### config.mk
export PLATFORM = sky130hd
export DESIGN_NAME = fws_ctrl
export DESIGN_NICKNAME = d
export VERILOG_FILES = /design/src/common/fws_pkg.sv /design/src/logic/fws_ctrl.sv
export SDC_FILE = /design/constraint.sdc
export NUM_CORES = 1
export LEC_CHECK = 0
export BUFFER_PORTS_ARGS = -buffer_cell sky130_fd_sc_hd__buf_2
export CAP_MARGIN = 25
export CORE_MARGIN = 2
export CORE_UTILIZATION = 40
export DETAILED_ROUTE_END_ITERATION = 6
export GPL_TIMING_DRIVEN = 1
export PLACE_DENSITY = 0.65
export SYNTH_ARGS = -nofsm -noshare
export SYNTH_HDL_FRONTEND = slang
export SYNTH_SLANG_ARGS = --single-unit
### constraint.sdc
create_clock -name pclk -period 2.5 [get_ports pclk]
set_clock_uncertainty 0.05 [all_clocks]
set_input_delay 0.5 -clock pclk [delete_from_list [all_inputs] [get_ports pclk]]
set_output_delay 0.5 -clock pclk [all_outputs]
set_load 0.02 [all_outputs]
### src/common/fws_pkg.sv
// constants and types for the flash status-polling controller
package fws_pkg;
    localparam int ADDR_W = 21;
    localparam int DATA_W = 16;
    // apb register offsets
    localparam logic [7:0] REG_CTRL = 8'h00;
    localparam logic [7:0] REG_ADDR = 8'h04;
    localparam logic [7:0] REG_WDATA = 8'h08;
    localparam logic [7:0] REG_STATUS = 8'h0C;
    localparam logic [7:0] REG_RDATA = 8'h10;
    // ctrl fields
    localparam int CTRL_START = 0;
    localparam int CTRL_OP_LO = 1;
    // status fields
    localparam int ST_BUSY = 0;
    localparam int ST_DONE = 1;
    localparam int ST_FAIL = 2;
    localparam int ST_TOG1 = 3;
    localparam int ST_TOG2 = 4;
    localparam int ST_ERASING = 5;
    localparam int ST_SUSPENDED = 6;
    localparam int ST_TIMER = 7;
    localparam int ST_RDY_PIN = 8;
    // data bus status bit positions
    localparam int BIT_POLL = 7;
    localparam int BIT_TOG1 = 6;
    localparam int BIT_LIMIT = 5;
    localparam int BIT_TIMER = 3;
    localparam int BIT_TOG2 = 2;
    // operations
    localparam logic [2:0] OP_READ = 3'h0;
    localparam logic [2:0] OP_PROGRAM = 3'h1;
    localparam logic [2:0] OP_SECT_ERASE = 3'h2;
    localparam logic [2:0] OP_CHIP_ERASE = 3'h3;
    localparam logic [2:0] OP_STATUS = 3'h4;
    localparam logic [2:0] OP_RESET = 3'h5;
    // command cycle addresses and data
    localparam logic [ADDR_W-1:0] UNLOCK_A1 = 21'h000555;
    localparam logic [ADDR_W-1:0] UNLOCK_A2 = 21'h0002AA;
    localparam logic [DATA_W-1:0] UNLOCK_D1 = 16'h00AA;
    localparam logic [DATA_W-1:0] UNLOCK_D2 = 16'h0055;
    localparam logic [DATA_W-1:0] CMD_PROG = 16'h00A0;
    localparam logic [DATA_W-1:0] CMD_ERASE_SETUP = 16'h0080;
    localparam logic [DATA_W-1:0] CMD_SECT = 16'h0030;
    localparam logic [DATA_W-1:0] CMD_CHIP = 16'h0010;
    localparam logic [DATA_W-1:0] CMD_RESET = 16'h00F0;
    localparam logic [2:0] LAST_PROG = 3'h3;
    localparam logic [2:0] LAST_ERASE = 3'h5;
    // timing
    localparam int CLK_NS = 100;
    localparam int T_ACC_NS = 70;
    localparam int T_WP_NS = 35;
    localparam logic [1:0] ACC_CYC = 2'((T_ACC_NS + CLK_NS - 1) / CLK_NS);
    localparam logic [1:0] WP_CYC = 2'((T_WP_NS + CLK_NS - 1) / CLK_NS);
    // controller states
    typedef enum logic [5:0] {
        S_IDLE = 6'h01,
        S_WR_LO = 6'h02,
        S_WR_HI = 6'h04,
        S_RD_LO = 6'h08,
        S_RD_HI = 6'h10,
        S_FINAL = 6'h20
    } fws_state_e;
endpackage

### src/logic/fws_ctrl.sv
// host-side flash program/erase controller with status polling over apb
//Contract
// - host polls the programmed address itself
// - host polls an address inside erased sector
// - host rereads all bits after poll flips; the code rereads once toggle bit six stops toggling
// - host combines both toggle bits for state
`timescale 1ns/1ns
module fws_ctrl
    import fws_pkg::*;
(
    // clock and reset
    input wire logic pclk,
    input wire logic presetn,
    // apb slave
    input wire logic psel,
    input wire logic penable,
    input wire logic pwrite,
    input wire logic [7:0] paddr,
    input wire logic [31:0] pwdata,
    output logic [31:0] prdata,
    output logic pready,
    output logic pslverr,
    // flash pins
    output logic [ADDR_W-1:0] flash_addr,
    output logic [DATA_W-1:0] dq_out,
    output logic dq_oe,
    input wire logic [DATA_W-1:0] dq_in,
    output logic ce_n,
    output logic oe_n,
    output logic we_n,
    input wire logic ready_busy_n
);
    fws_state_e state_q, state_d;
    logic [2:0] op_q, op_d, step_q, step_d;
    logic [1:0] cnt_q, cnt_d, nrd_q, nrd_d;
    logic [ADDR_W-1:0] addr_q, addr_d, fa_q, fa_d;
    logic [DATA_W-1:0] wdata_q, wdata_d, dqo_q, dqo_d;
    logic [DATA_W-1:0] cur_q, cur_d, prev_q, prev_d, rdata_q, rdata_d;
    logic busy_q, busy_d, done_q, done_d, fail_q, fail_d;
    logic tog1_q, tog1_d, tog2_q, tog2_d, timer_q, timer_d;
    logic limit_q, limit_d, failrst_q, failrst_d;
    logic oe_q, oe_d, ce_q, ce_d, we_q, we_d, dqoe_q, dqoe_d;
    logic pready_q, pready_d, pslverr_q, pslverr_d;
    logic [31:0] prdata_q, prdata_d;
    logic [2:0] last_step;
    logic [ADDR_W-1:0] cyc_addr;
    logic [DATA_W-1:0] cyc_data;
    logic acc, wr_ok, mapped, start, t1, t2, poll_ok;

    // command cycle table
    always_comb begin
        cyc_addr = UNLOCK_A1;
        cyc_data = UNLOCK_D1;
        last_step = 3'h0;
        case (op_q)
            OP_PROGRAM: begin
                last_step = LAST_PROG;
            end
            OP_SECT_ERASE, OP_CHIP_ERASE: begin
                last_step = LAST_ERASE;
            end
            default: begin
                last_step = 3'h0;
            end
        endcase
        case (step_q)
            3'h1, 3'h4: begin
                cyc_addr = UNLOCK_A2;
                cyc_data = UNLOCK_D2;
            end
            3'h2: begin
                cyc_data = (op_q == OP_PROGRAM) ? CMD_PROG : CMD_ERASE_SETUP;
            end
            3'h3: begin
                if (op_q == OP_PROGRAM) begin
                    cyc_addr = addr_q;
                    cyc_data = wdata_q;
                end
            end
            3'h5: begin
                cyc_addr = (op_q == OP_SECT_ERASE) ? addr_q : UNLOCK_A1;
                cyc_data = (op_q == OP_SECT_ERASE) ? CMD_SECT : CMD_CHIP;
            end
            default: begin
                cyc_data = UNLOCK_D1;
            end
        endcase
        if (op_q == OP_RESET) begin
            cyc_data = CMD_RESET;
        end
    end

    // toggle detection between the last two reads
    assign t1 = cur_q[BIT_TOG1] ^ prev_q[BIT_TOG1];
    assign t2 = cur_q[BIT_TOG2] ^ prev_q[BIT_TOG2];
    // program expects true bit seven, erase expects one
    assign poll_ok = (op_q == OP_PROGRAM) ?
        (cur_q[BIT_POLL] == wdata_q[BIT_POLL]) : cur_q[BIT_POLL];

    // apb decode
    assign acc = psel && penable;
    assign wr_ok = acc && pready_q && pwrite;
    assign mapped = (paddr == REG_CTRL) || (paddr == REG_ADDR) ||
        (paddr == REG_WDATA) || (paddr == REG_STATUS) ||
        (paddr == REG_RDATA);
    assign start = wr_ok && (paddr == REG_CTRL) && pwdata[CTRL_START] &&
        !busy_q;

    always_comb begin
        state_d = state_q;
        op_d = op_q;
        step_d = step_q;
        cnt_d = cnt_q;
        nrd_d = nrd_q;
        addr_d = addr_q;
        fa_d = fa_q;
        wdata_d = wdata_q;
        dqo_d = dqo_q;
        cur_d = cur_q;
        prev_d = prev_q;
        rdata_d = rdata_q;
        busy_d = busy_q;
        done_d = done_q;
        fail_d = fail_q;
        tog1_d = tog1_q;
        tog2_d = tog2_q;
        timer_d = timer_q;
        limit_d = limit_q;
        failrst_d = failrst_q;
        oe_d = oe_q;
        ce_d = ce_q;
        we_d = we_q;
        dqoe_d = dqoe_q;
        pready_d = acc && !pready_q;
        pslverr_d = acc && !pready_q && !mapped;
        prdata_d = prdata_q;
        if (acc && !pready_q && !pwrite) begin
            case (paddr)
                REG_CTRL: prdata_d = {29'h0, op_q};
                REG_ADDR: prdata_d = {11'h0, addr_q};
                REG_WDATA: prdata_d = {16'h0, wdata_q};
                REG_STATUS: prdata_d = {23'h0, ready_busy_n, timer_q,
                    tog2_q && !tog1_q, tog2_q && tog1_q, tog2_q, tog1_q,
                    fail_q, done_q, busy_q};
                REG_RDATA: prdata_d = {16'h0, rdata_q};
                default: prdata_d = 32'h0;
            endcase
        end
        if (wr_ok && paddr == REG_ADDR && !busy_q) begin
            addr_d = pwdata[ADDR_W-1:0];
        end
        if (wr_ok && paddr == REG_WDATA && !busy_q) begin
            wdata_d = pwdata[DATA_W-1:0];
        end
        case (state_q)
            S_IDLE: begin
                if (start) begin
                    op_d = pwdata[CTRL_OP_LO +: 3];
                    step_d = 3'h0;
                    nrd_d = 2'h0;
                    busy_d = 1'b1;
                    done_d = 1'b0;
                    fail_d = 1'b0;
                    limit_d = 1'b0;
                    failrst_d = 1'b0;
                    cnt_d = 2'h0;
                    if (pwdata[CTRL_OP_LO +: 3] == OP_READ ||
                        pwdata[CTRL_OP_LO +: 3] == OP_STATUS) begin
                        fa_d = addr_q;
                        ce_d = 1'b1;
                        oe_d = 1'b1;
                        state_d = S_RD_LO;
                    end else begin
                        state_d = S_WR_LO;
                    end
                end
            end
            S_WR_LO: begin
                fa_d = cyc_addr;
                dqo_d = cyc_data;
                dqoe_d = 1'b1;
                ce_d = 1'b1;
                // strobe only once address, data and select have settled
                we_d = ce_q && dqoe_q;
                cnt_d = cnt_q + 2'h1;
                if (cnt_q + 2'h1 >= WP_CYC && we_q) begin
                    we_d = 1'b0;
                    ce_d = 1'b0;
                    dqoe_d = 1'b0;
                    cnt_d = 2'h0;
                    state_d = S_WR_HI;
                end
            end
            S_WR_HI: begin
                ce_d = 1'b0;
                dqoe_d = 1'b0;
                if (step_q == last_step) begin
                    if (op_q == OP_RESET) begin
                        busy_d = 1'b0;
                        done_d = 1'b1;
                        fail_d = failrst_q;
                        state_d = S_IDLE;
                    end else begin
                        // first status read only after the last pulse
                        fa_d = addr_q;
                        ce_d = 1'b1;
                        oe_d = 1'b1;
                        state_d = S_RD_LO;
                    end
                end else begin
                    step_d = step_q + 3'h1;
                    state_d = S_WR_LO;
                end
            end
            S_RD_LO: begin
                cnt_d = cnt_q + 2'h1;
                if (cnt_q + 2'h1 >= ACC_CYC) begin
                    cnt_d = 2'h0;
                    prev_d = cur_q;
                    cur_d = dq_in;
                    oe_d = 1'b0;
                    ce_d = 1'b0;
                    if (nrd_q != 2'h2) begin
                        nrd_d = nrd_q + 2'h1;
                    end
                    state_d = S_RD_HI;
                end
            end
            S_RD_HI: begin
                if (op_q == OP_READ) begin
                    rdata_d = cur_q;
                    busy_d = 1'b0;
                    done_d = 1'b1;
                    state_d = S_IDLE;
                end else if (nrd_q < 2'h2) begin
                    ce_d = 1'b1;
                    oe_d = 1'b1;
                    state_d = S_RD_LO;
                end else begin
                    tog1_d = t1;
                    tog2_d = t2;
                    timer_d = cur_q[BIT_TIMER];
                    if (op_q == OP_STATUS) begin
                        rdata_d = cur_q;
                        busy_d = 1'b0;
                        done_d = 1'b1;
                        state_d = S_IDLE;
                    end else if (!t1) begin
                        // one more read for settled data
                        ce_d = 1'b1;
                        oe_d = 1'b1;
                        state_d = S_FINAL;
                    end else if (limit_q) begin
                        // still toggling after limit seen: abort
                        failrst_d = 1'b1;
                        op_d = OP_RESET;
                        step_d = 3'h0;
                        state_d = S_WR_LO;
                    end else begin
                        limit_d = cur_q[BIT_LIMIT];
                        ce_d = 1'b1;
                        oe_d = 1'b1;
                        state_d = S_RD_LO;
                    end
                end
            end
            S_FINAL: begin
                cnt_d = cnt_q + 2'h1;
                if (cnt_q + 2'h1 >= ACC_CYC) begin
                    cnt_d = 2'h0;
                    prev_d = cur_q;
                    cur_d = dq_in;
                    rdata_d = dq_in;
                    oe_d = 1'b0;
                    ce_d = 1'b0;
                    state_d = S_RD_HI;
                    op_d = OP_STATUS;
                    fail_d = 1'b0;
                end
            end
            default: begin
                state_d = S_IDLE;
            end
        endcase
        // the final reread decides pass on the data poll bit
        if (state_q == S_FINAL && state_d == S_RD_HI) begin
            busy_d = 1'b0;
            done_d = 1'b1;
            state_d = S_IDLE;
            fail_d = (op_q == OP_PROGRAM) ?
                (dq_in[BIT_POLL] != wdata_q[BIT_POLL]) :
                !dq_in[BIT_POLL];
            op_d = op_q;
        end
    end

    always_ff @(posedge pclk or negedge presetn) begin
        if (!presetn) begin
            state_q <= S_IDLE;
            op_q <= OP_READ;
            step_q <= 3'h0;
            cnt_q <= 2'h0;
            nrd_q <= 2'h0;
            addr_q <= '0;
            fa_q <= '0;
            wdata_q <= '0;
            dqo_q <= '0;
            cur_q <= '0;
            prev_q <= '0;
            rdata_q <= '0;
            busy_q <= 1'b0;
            done_q <= 1'b0;
            fail_q <= 1'b0;
            tog1_q <= 1'b0;
            tog2_q <= 1'b0;
            timer_q <= 1'b0;
            limit_q <= 1'b0;
            failrst_q <= 1'b0;
            oe_q <= 1'b0;
            ce_q <= 1'b0;
            we_q <= 1'b0;
            dqoe_q <= 1'b0;
            pready_q <= 1'b0;
            pslverr_q <= 1'b0;
            prdata_q <= 32'h0;
        end else begin
            state_q <= state_d;
            op_q <= op_d;
            step_q <= step_d;
            cnt_q <= cnt_d;
            nrd_q <= nrd_d;
            addr_q <= addr_d;
            fa_q <= fa_d;
            wdata_q <= wdata_d;
            dqo_q <= dqo_d;
            cur_q <= cur_d;
            prev_q <= prev_d;
            rdata_q <= rdata_d;
            busy_q <= busy_d;
            done_q <= done_d;
            fail_q <= fail_d;
            tog1_q <= tog1_d;
            tog2_q <= tog2_d;
            timer_q <= timer_d;
            limit_q <= limit_d;
            failrst_q <= failrst_d;
            oe_q <= oe_d;
            ce_q <= ce_d;
            we_q <= we_d;
            dqoe_q <= dqoe_d;
            pready_q <= pready_d;
            pslverr_q <= pslverr_d;
            prdata_q <= prdata_d;
        end
    end

    assign prdata = prdata_q;
    assign pready = pready_q;
    assign pslverr = pslverr_q;
    assign flash_addr = fa_q;
    assign dq_out = dqo_q;
    assign dq_oe = dqoe_q;
    assign ce_n = !ce_q;
    assign oe_n = !oe_q;
    assign we_n = !we_q;
endmodule // fws_ctrl

==> impl_metrics.ini, run 1 <==
[critical_path]
cp-end-kind = register
reg_to_reg_endpoint = flash_addr[0]$_DFFE_PN0P_
cp_top_family = simple AND/OR/NAND/NOR gates
critical_path.max_stage_delay_ns = 0.55
path_depth = 6
r2r_slack_ns = 0.14
crit_arrival_ns = 2.63
timing_worst_setup_path_type = reg -> reg
worstPathRequired_ns = 2.76
critPathLaunchType = register
worstPathCellList = or4b_4, or3_4, o22a_1, or4b_1, buf_6, mux2_2
crit_path_end = flash_addr[0]$_DFFE_PN0P_
worstSetupStartpoint = state_q[3]$_DFF_PN0_
maximum_net_fanout_on_the_critical_path = 8
worst_path_max_delay_cell = or4b_4
timing.critical_path.buf_inv = 1
rr_startpoint = state_q[3]$_DFF_PN0_
reg2regPathDepth = 6

[timing]
timing.setup.tns_ns = 0
rsz0062_at_grt = false
finalHoldViolations = 0
final_max_slew_viol_count = 0
finalSetupViolCount = 0
slew_headroom = 0.375
timing.final.crit_share = 0.946
worst-slew-pin-transition_ns = 0.928
timing.final.crit_period_ns = 2.36
max_clock_freq_mhz = 423

[floorplanning]
core.rowCount = 50
die_h_um = 142
floorplan.die_area_um2 = 20300
initial_core_util = 0.408
design.portCount = 137
die_width_um = 142
fp.coreArea_um2 = 18800

[clock_network]
cts-root-buf = clkbuf_16
insertion_delay_ns = 0.43
tritoncts.num_buffers = 17
total_number_of_h_tree_levels = 4
cts-root-to-sink-buffers = 2
tritoncts = built
clk_pin_slew_ns = 0.07
clock_sinks = 159

[synthesis]
synthCells = 709
ys_seq_elements = 159
yosysWarnings = 0
post_synth_edffs = 0
synth.cell_area_um2 = 7660
dominantRegCellSynth = dfrtp_1
synth.distinct_cells = 67
synth_seq_area_share = 0.520
synth_area_per_cell_um2 = 10.8
asyncSetResetFlopFracSynth = 1.00

[detailed_routing]
route.antenna.remaining_nets = 0
routedWlPerCell_um = 18.3
drc = 0
final_wirelength_um = 20400
drtPass1Iterations = 7
initialDrtViolationCount = 599
vias_per_cell = 5.42
num_vias = 6060

[layout]
num_antenna_cells = 0
layout-drive-gt1-share = 0.334
post-route-util = 0.505
syn_to_final_growth_pct = 23.8
layout.filler_cells = 1713
num-nets-final = 940

[global_routing]
groute.usage.overall = 0.207
global_route.overflow_total = 0
wire_length_of_the_first_global_routing_pass_um = 31900
grt_max_degree = 53
antenna_found_initial = 0
first_global_vias = 5754

[placement]
numPortBuffers = 114
gpl_wtd_cong = 0.894
dp_hpwl_um = 15500

[power]
powerDensity_nw_per_um2 = 602
ir_worst_vdd_mv = 0.448
leakage_nw = 4.88

[flow_run]
timing.max_cap.violations = 0

[hold_path]
min-delay-path-class = in -> reg

[run_status]
outcome = complete, no violations
-- logic make-up after synthesis --
group,after synthesis,share of synthesized area
adder cells (fa/ha/maj),7,0.0114
multiplexers,100,0.144
flip-flops,159,0.520
AO/OA/AOI/OAI,168,0.147
other,1,0.000490
buffers and inverters,83,0.0475
XOR/XNOR,10,0.0114
AND/OR/NAND/NOR,181,0.118
-- how the worst min path moves through the flow --
stage	startpoint	slack, ns	cells past startpoint	to
floorplan	presetn	0.15	0	addr_q[0]$_DFFE_PN0P_
global placement	prdata[20]$_DFFE_PN0P_	0.40	2	prdata[20]$_DFFE_PN0P_
detailed placement	prdata[19]$_DFFE_PN0P_	0.40	2	prdata[19]$_DFFE_PN0P_
CTS	pwdata[16]	0.23	2	addr_q[16]$_DFFE_PN0P_
global route	pwdata[16]	0.24	2	addr_q[16]$_DFFE_PN0P_
finish	pwdata[16]	0.25	2	addr_q[16]$_DFFE_PN0P_
-- flip-flops by register name, indices dropped and copies added (netlist names), 2 cells and up --
| register | count |
|---|---|
| addr_q | 21 |
| cnt_q | 2 |
| cur_q | 16 |
| dq_out | 16 |
| flash_addr | 21 |
| nrd_q | 2 |
| op_q | 3 |
| prdata | 21 |
| prev_q | 2 |
| rdata_q | 16 |
| state_q | 6 |
| step_q | 3 |
| wdata_q | 16 |
-- synthesized netlist by cell type (9+ instances only) --
master,number,area share
inv_1,34,0.017
nor2_1,46,0.023
mux2_2,63,0.093
a21oi_1,39,0.025
nand2_1,58,0.028
mux2i_1,32,0.042
o22ai_1,9,0.0074
dfrtp_1,158,0.52
clkbuf_1,31,0.015
nand3_1,15,0.0098
nor3_1,9,0.0059
a22oi_1,16,0.016
o21ai_0,37,0.024
a22o_1,9,0.010
buf_4,12,0.012
-- cell type report --
type | instances | area, um^2 | area share
timing repair buffer | 182 | 1140 | 0.121
clock buffer | 18 | 429 | 0.0453
tap | 234 | 293 | 0.0309
inverter | 34 | 128 | 0.0135
clock inverter | 14 | 123 | 0.0129
sequential | 159 | 3980 | 0.420
multi-input combinational | 477 | 3380 | 0.357
-- report_power, final --
group          total [W]  switching [W]  internal (W)
Sequential       0.00272      0.0000585       0.00266
Combinational   0.000565       0.000347      0.000218
Clock            0.00242        0.00112       0.00130
Total            0.00571        0.00153       0.00418
-- per-layer routing --
layer | vias to the layer above | share of wire | GRT usage
met5 | - | 0 | 0
met4 | 0 | 0.030 | 0.0855
met3 | 39 | 0.060 | 0.0353
met2 | 230 | 0.45 | 0.315
met1 | 2923 | 0.46 | 0.294
li1 | 2868 | - | -
-- repair_timing --
| item | CTS | global route |
|---|---|---|
| setup buffers | 1 | 0 |
| endpoints found under the hold margin | 47 | 0 |
| endpoints found under the setup margin | 20 | 0 |
| gates resized for setup | 3 | 0 |
| hold buffers | 1 | 0 |
-- cells in the final DEF (no fill, tap or decap), drive strengths merged, types with 9 or more instances in the layout --
cell    instances
buf           181
dfrtp         158
mux2           68
nand2          58
nor2           47
inv            41
a21oi          39
o21ai          37
mux2i          32
clkbuf         18
a22oi          16
nand3          15
conb           11
nor3           10
a22o            9
o22ai           9
-- per-stage QoR --
step,instance area (um^2),instances,worst slack (ns),hold WS (ns),total power [W]
floorplan,7700,719,-0.307,0.154,0.00307
global placement,8900,1084,-0.263,0.395,0.00332
detailed placement,8900,1084,-0.281,0.401,0.00333
CTS,9480,1118,0.138,0.230,0.00576
global route,9480,1118,0.00875,0.237,0.00594
finish,9480,1118,0.135,0.246,0.00571
Note: power is estimated with default switching activity, not from simulation.
==> run 2, diff against run 1 <==
- REMOVE_ABC_BUFFERS: default -> 1
==> impl_metrics.ini, run 2 (same netlist as run 1, synthesis figures left out) <==
[run_status]
outcome = complete, no violations

[layout]
syn_to_final_growth_pct = 25.3
layout-drive-gt1-share = 0.340
post-route-util = 0.511
num_antenna_cells = 0
num-nets-final = 942
final_cell_mix = dfrtp_1 (158), buf_2 (114), mux2_2 (63)
layout.filler_cells = 1673
most_common_library_cell_in_the_layout_ignoring_fill_and_taps = dfrtp_1

[critical_path]
worstPathRequired_ns = 2.76
timing_worst_setup_path_type = reg -> reg
maximum_net_fanout_on_the_critical_path = 6
cp-end-kind = register
crit_arrival_ns = 2.73
critPathLaunchType = register
worstSetupStartpoint = state_q[3]$_DFF_PN0_
rr_startpoint = state_q[3]$_DFF_PN0_

[floorplanning]
design.portCount = 137
die_width_um = 142
die_h_um = 142
fp.coreArea_um2 = 18800
initial_core_util = 0.408
core.rowCount = 50
floorplan.die_area_um2 = 20300

[detailed_routing]
num_vias = 6144
drtPass1Iterations = 5
drc = 0
final_wirelength_um = 20800
route.antenna.remaining_nets = 0
routedWlPerCell_um = 18.6
initialDrtViolationCount = 557
vias_per_cell = 5.49

[clock_network]
clk_pin_slew_ns = 0.07
insertion_delay_ns = 0.43
holdBufCountCts = 0
tritoncts = built
total_number_of_h_tree_levels = 4
clock_sinks = 159
cts-root-buf = clkbuf_16
cts-root-to-sink-buffers = 2
tritoncts.num_buffers = 17

[timing]
rsz0062_at_grt = false
worst-slew-pin-transition_ns = 0.767
finalWorstSetupSlack_ns = 0.0398
slew_headroom = 0.489
finalHoldViolations = 0
max_clock_freq_mhz = 406
timing.setup.tns_ns = 0
timing.final.crit_period_ns = 2.46
finalSetupViolCount = 0
final_max_slew_viol_count = 0
timing.final.crit_share = 0.984

[placement]
gpl_wtd_cong = 0.904
pre_cts_ws_ns = -0.325
numPortBuffers = 114
dp_hpwl_um = 14900

[global_routing]
groute.usage.overall = 0.206
wire_length_of_the_first_global_routing_pass_um = 32200
antenna_found_initial = 0
global_route.overflow_total = 0
first_global_vias = 5897
grt_max_degree = 61

[power]
totalPowerFinal_w = 0.00585
powerDensity_nw_per_um2 = 610
leakage_nw = 4.94
ir_worst_vdd_mv = 0.488

[hold_path]
min-delay-path-class = in -> async

[flow_run]
timing.max_cap.violations = 0
==> run 2: through the flow <==
stage	instances	hold WS [ns]	instance area [um^2]
floorplan	670	0.154	7460
global placement	1083	0.395	8930
detailed placement	1083	0.402	8930
CTS	1119	0.0229	9570
global route	1120	0.0440	9600
finish	1120	0.0122	9600
==> run 2: what timing repair did <==
item	CTS	global route
endpoints found under the setup margin	19	21
gates cloned	1	1
pin swaps	1	0
buffers inserted	3	0
resized for setup	5	1
hold endpoints to repair	0	0
==> run 2: metal layers <==
metal  routed length, um  share of wire  GRT usage  vias to the layer above
met3                1440          0.069     0.0501                       20
met1                9800           0.47      0.298                     3015
met2                9280           0.45      0.310                      220
met5                   0              0          0                        -
li1                    -              -          -                     2889
met4                 267          0.013     0.0578                        0
==> run 2: report_power, final <==
part | leakage, nW | switching [W] | total [W] | internal [W]
Clock | 0.287 | 0.00122 | 0.00256 | 0.00134
Combinational | 2.65 | 0.000348 | 0.000571 | 0.000223
Sequential | 2.01 | 0.0000591 | 0.00272 | 0.00266
Total | 4.94 | 0.00163 | 0.00585 | 0.00422
==> run 2: worst paths after layout <==
check,slack [ns],endpoint,cells past startpoint
worst max-delay path,0.04,flash_addr[0]$_DFFE_PN0P_,6
worst min-delay path,0.01,oe_q$_DFFE_PN0P_,1
worst max register to register,0.04,flash_addr[0]$_DFFE_PN0P_,6
worst min register to register,0.42,prdata[17]$_DFFE_PN0P_,2
max in group asynchronous,1.73,rdata_q[6]$_DFFE_PN0P_,2
min in group pclk,0.25,addr_q[18]$_DFFE_PN0P_,2
==> run 2: layout make-up <==
cell class              instances  area [um^2]  share of cell area
clock buffers                  17          425              0.0443
well taps                     234          293              0.0305
flip-flops and latches        159         3980               0.415
multi-input cells             477         3390               0.354
clock inverters                15          165              0.0172
repair buffers                184         1210               0.126
inverters                      34          128              0.0133
==> run 2: critical path, stage by stage, from the launching register on <==
cell and delay (ns):
dfrtp_1 0.38, or4b_4 0.54, or3_4 0.42, o22a_1 0.23, or4b_4 0.23, buf_8 0.15
mux2_2 0.34
==> run 3, diff against run 2 <==
- RECOVER_POWER: default -> 25
==> impl_metrics.ini, run 3 (same netlist as run 1, synthesis figures left out) <==
[layout]
num_antenna_cells = 0
multiInputGateArea_um2 = 3390
num-nets-final = 942
syn_to_final_growth_pct = 25.0
design_area_um2 = 9570
most_common_library_cell_in_the_layout_ignoring_fill_and_taps = dfrtp_1
layout-drive-gt1-share = 0.339
layout.filler_cells = 1676
layout.area.seq_um2 = 3980
final_cell_mix = dfrtp_1 (158), buf_2 (114), mux2_2 (63)

[timing]
timing.setup.tns_ns = 0
slew_headroom = -0.0705
final_max_slew_viol_count = 60
rsz0062_at_grt = false
timing.final.crit_period_ns = 2.46
worst-slew-pin-transition_ns = 1.61
finalWorstSetupSlack_ns = 0.0429
finalSetupViolCount = 0
timing.final.crit_share = 0.983
finalHoldViolations = 0
max_clock_freq_mhz = 407

[detailed_routing]
drtPass1Iterations = 5
routedWlPerCell_um = 18.5
num_vias = 6141
vias_per_cell = 5.48
final_wirelength_um = 20700
route.antenna.remaining_nets = 0
drc = 0
initialDrtViolationCount = 555

[clock_network]
cts-root-buf = clkbuf_16
holdBufCountCts = 0
total_number_of_h_tree_levels = 4
tritoncts = built
insertion_delay_ns = 0.43
tritoncts.num_buffers = 17
clock_sinks = 159
cts-root-to-sink-buffers = 2
clk_pin_slew_ns = 0.08

[global_routing]
global_route.overflow_total = 0
antenna_found_initial = 0
grt_max_degree = 61
first_global_vias = 5897
groute.usage.overall = 0.206
wire_length_of_the_first_global_routing_pass_um = 32200

[placement]
post_dp_cell_area_um2 = 8930
gpl_wtd_cong = 0.904
numPortBuffers = 114
pre_cts_ws_ns = -0.325
dp_hpwl_um = 14900

[critical_path]
cp-end-kind = register
r2r_slack_ns = 0.04
worstPathRequired_ns = 2.77
critPathLaunchType = register
maximum_net_fanout_on_the_critical_path = 6
crit_arrival_ns = 2.72
reg2regPathDepth = 6
rr_startpoint = state_q[3]$_DFF_PN0_
reg_to_reg_endpoint = flash_addr[0]$_DFFE_PN0P_
timing_worst_setup_path_type = reg -> reg

[floorplanning]
core.rowCount = 50
fp.coreArea_um2 = 18800
die_h_um = 142
initial_core_util = 0.408
floorplan.die_area_um2 = 20300
die_width_um = 142
design.portCount = 137

[power]
leakage_nw = 4.93
ir_worst_vdd_mv = 0.489
totalPowerFinal_w = 0.00585
powerDensity_nw_per_um2 = 611

[hold_path]
min-delay-path-class = in -> reg
hold-path-cell-count = 2
hold_start = pwdata[18]
worstHoldEndpoint = addr_q[18]$_DFFE_PN0P_

[run_status]
outcome = finished, violations left
failed_checks = capacitance limit, slew limit

[flow_run]
timing.max_cap.violations = 1
==> run 3: cell count changes in the layout (fill, tap and decap cells not counted), sizes merged <==
cell / change
buf: -3
clkbuf: +3
==> run 3: through the flow <==
step | cells | util | hold WS [ns]
floorplan | 670 | - | 0.154
global placement | 1083 | 0.476 | 0.395
detailed placement | 1083 | 0.476 | 0.402
CTS | 1119 | 0.510 | 0.0229
global route | 1120 | 0.510 | 0.238
finish | 1120 | 0.510 | 0.249
==> run 3: power by group <==
group,switching [W],internal [W],total (W)
Sequential,0.0000591,0.00266,0.00272
Clock,0.00122,0.00134,0.00256
Combinational,0.000347,0.000219,0.000566
Total,0.00163,0.00422,0.00585
==> run 3: worst max-delay path by stage <==
stage / startpoint / end / slack, ns / depth (start not counted)
after floorplan: state_q[1]$_DFF_PN0_ / busy_q$_DFFE_PN0P_ / -1.09 / 5
after global placement: paddr[5] / flash_addr[4]$_DFFE_PN0P_ / -0.31 / 7
after detailed placement: paddr[5] / flash_addr[8]$_DFFE_PN0P_ / -0.32 / 7
after CTS: state_q[3]$_DFF_PN0_ / flash_addr[0]$_DFFE_PN0P_ / 0.07 / 6
after global routing: state_q[3]$_DFF_PN0_ / flash_addr[0]$_DFFE_PN0P_ / 0.009 / 6
final: state_q[3]$_DFF_PN0_ / flash_addr[0]$_DFFE_PN0P_ / 0.04 / 6
==> run 3: layer usage <==
metal | share of wire | track usage | up-vias | wire (um)
met4 | 0.013 | 0.0578 | 0 | 265
met2 | 0.45 | 0.310 | 219 | 9230
met5 | 0 | 0 | - | 0
li1 | - | - | 2889 | -
met3 | 0.066 | 0.0501 | 20 | 1370
met1 | 0.48 | 0.298 | 3013 | 9840
==> run 3: worst max-delay path: stages, from the launching register on <==
cell	delay [ns]
dfrtp_1	0.38
or4b_4	0.54
or3_4	0.42
o22a_1	0.23
or4b_4	0.23
buf_8	0.14
mux2_2	0.34
==> run 3: repair_timing <==
item                       CTS  global route
resized for setup            5             1
gates cloned                 1             1
setup buffers                3             0
pin swaps                    1             0
setup endpoints to repair   19            21
==> run 3: layout make-up <==
cell class                 count  area share
tap                          234      0.0306
timing repair buffer         184       0.124
inverter                      34      0.0133
multi-input combinational    477       0.354
clock inverter                15      0.0173
clock buffer                  17      0.0444
sequential                   159       0.416
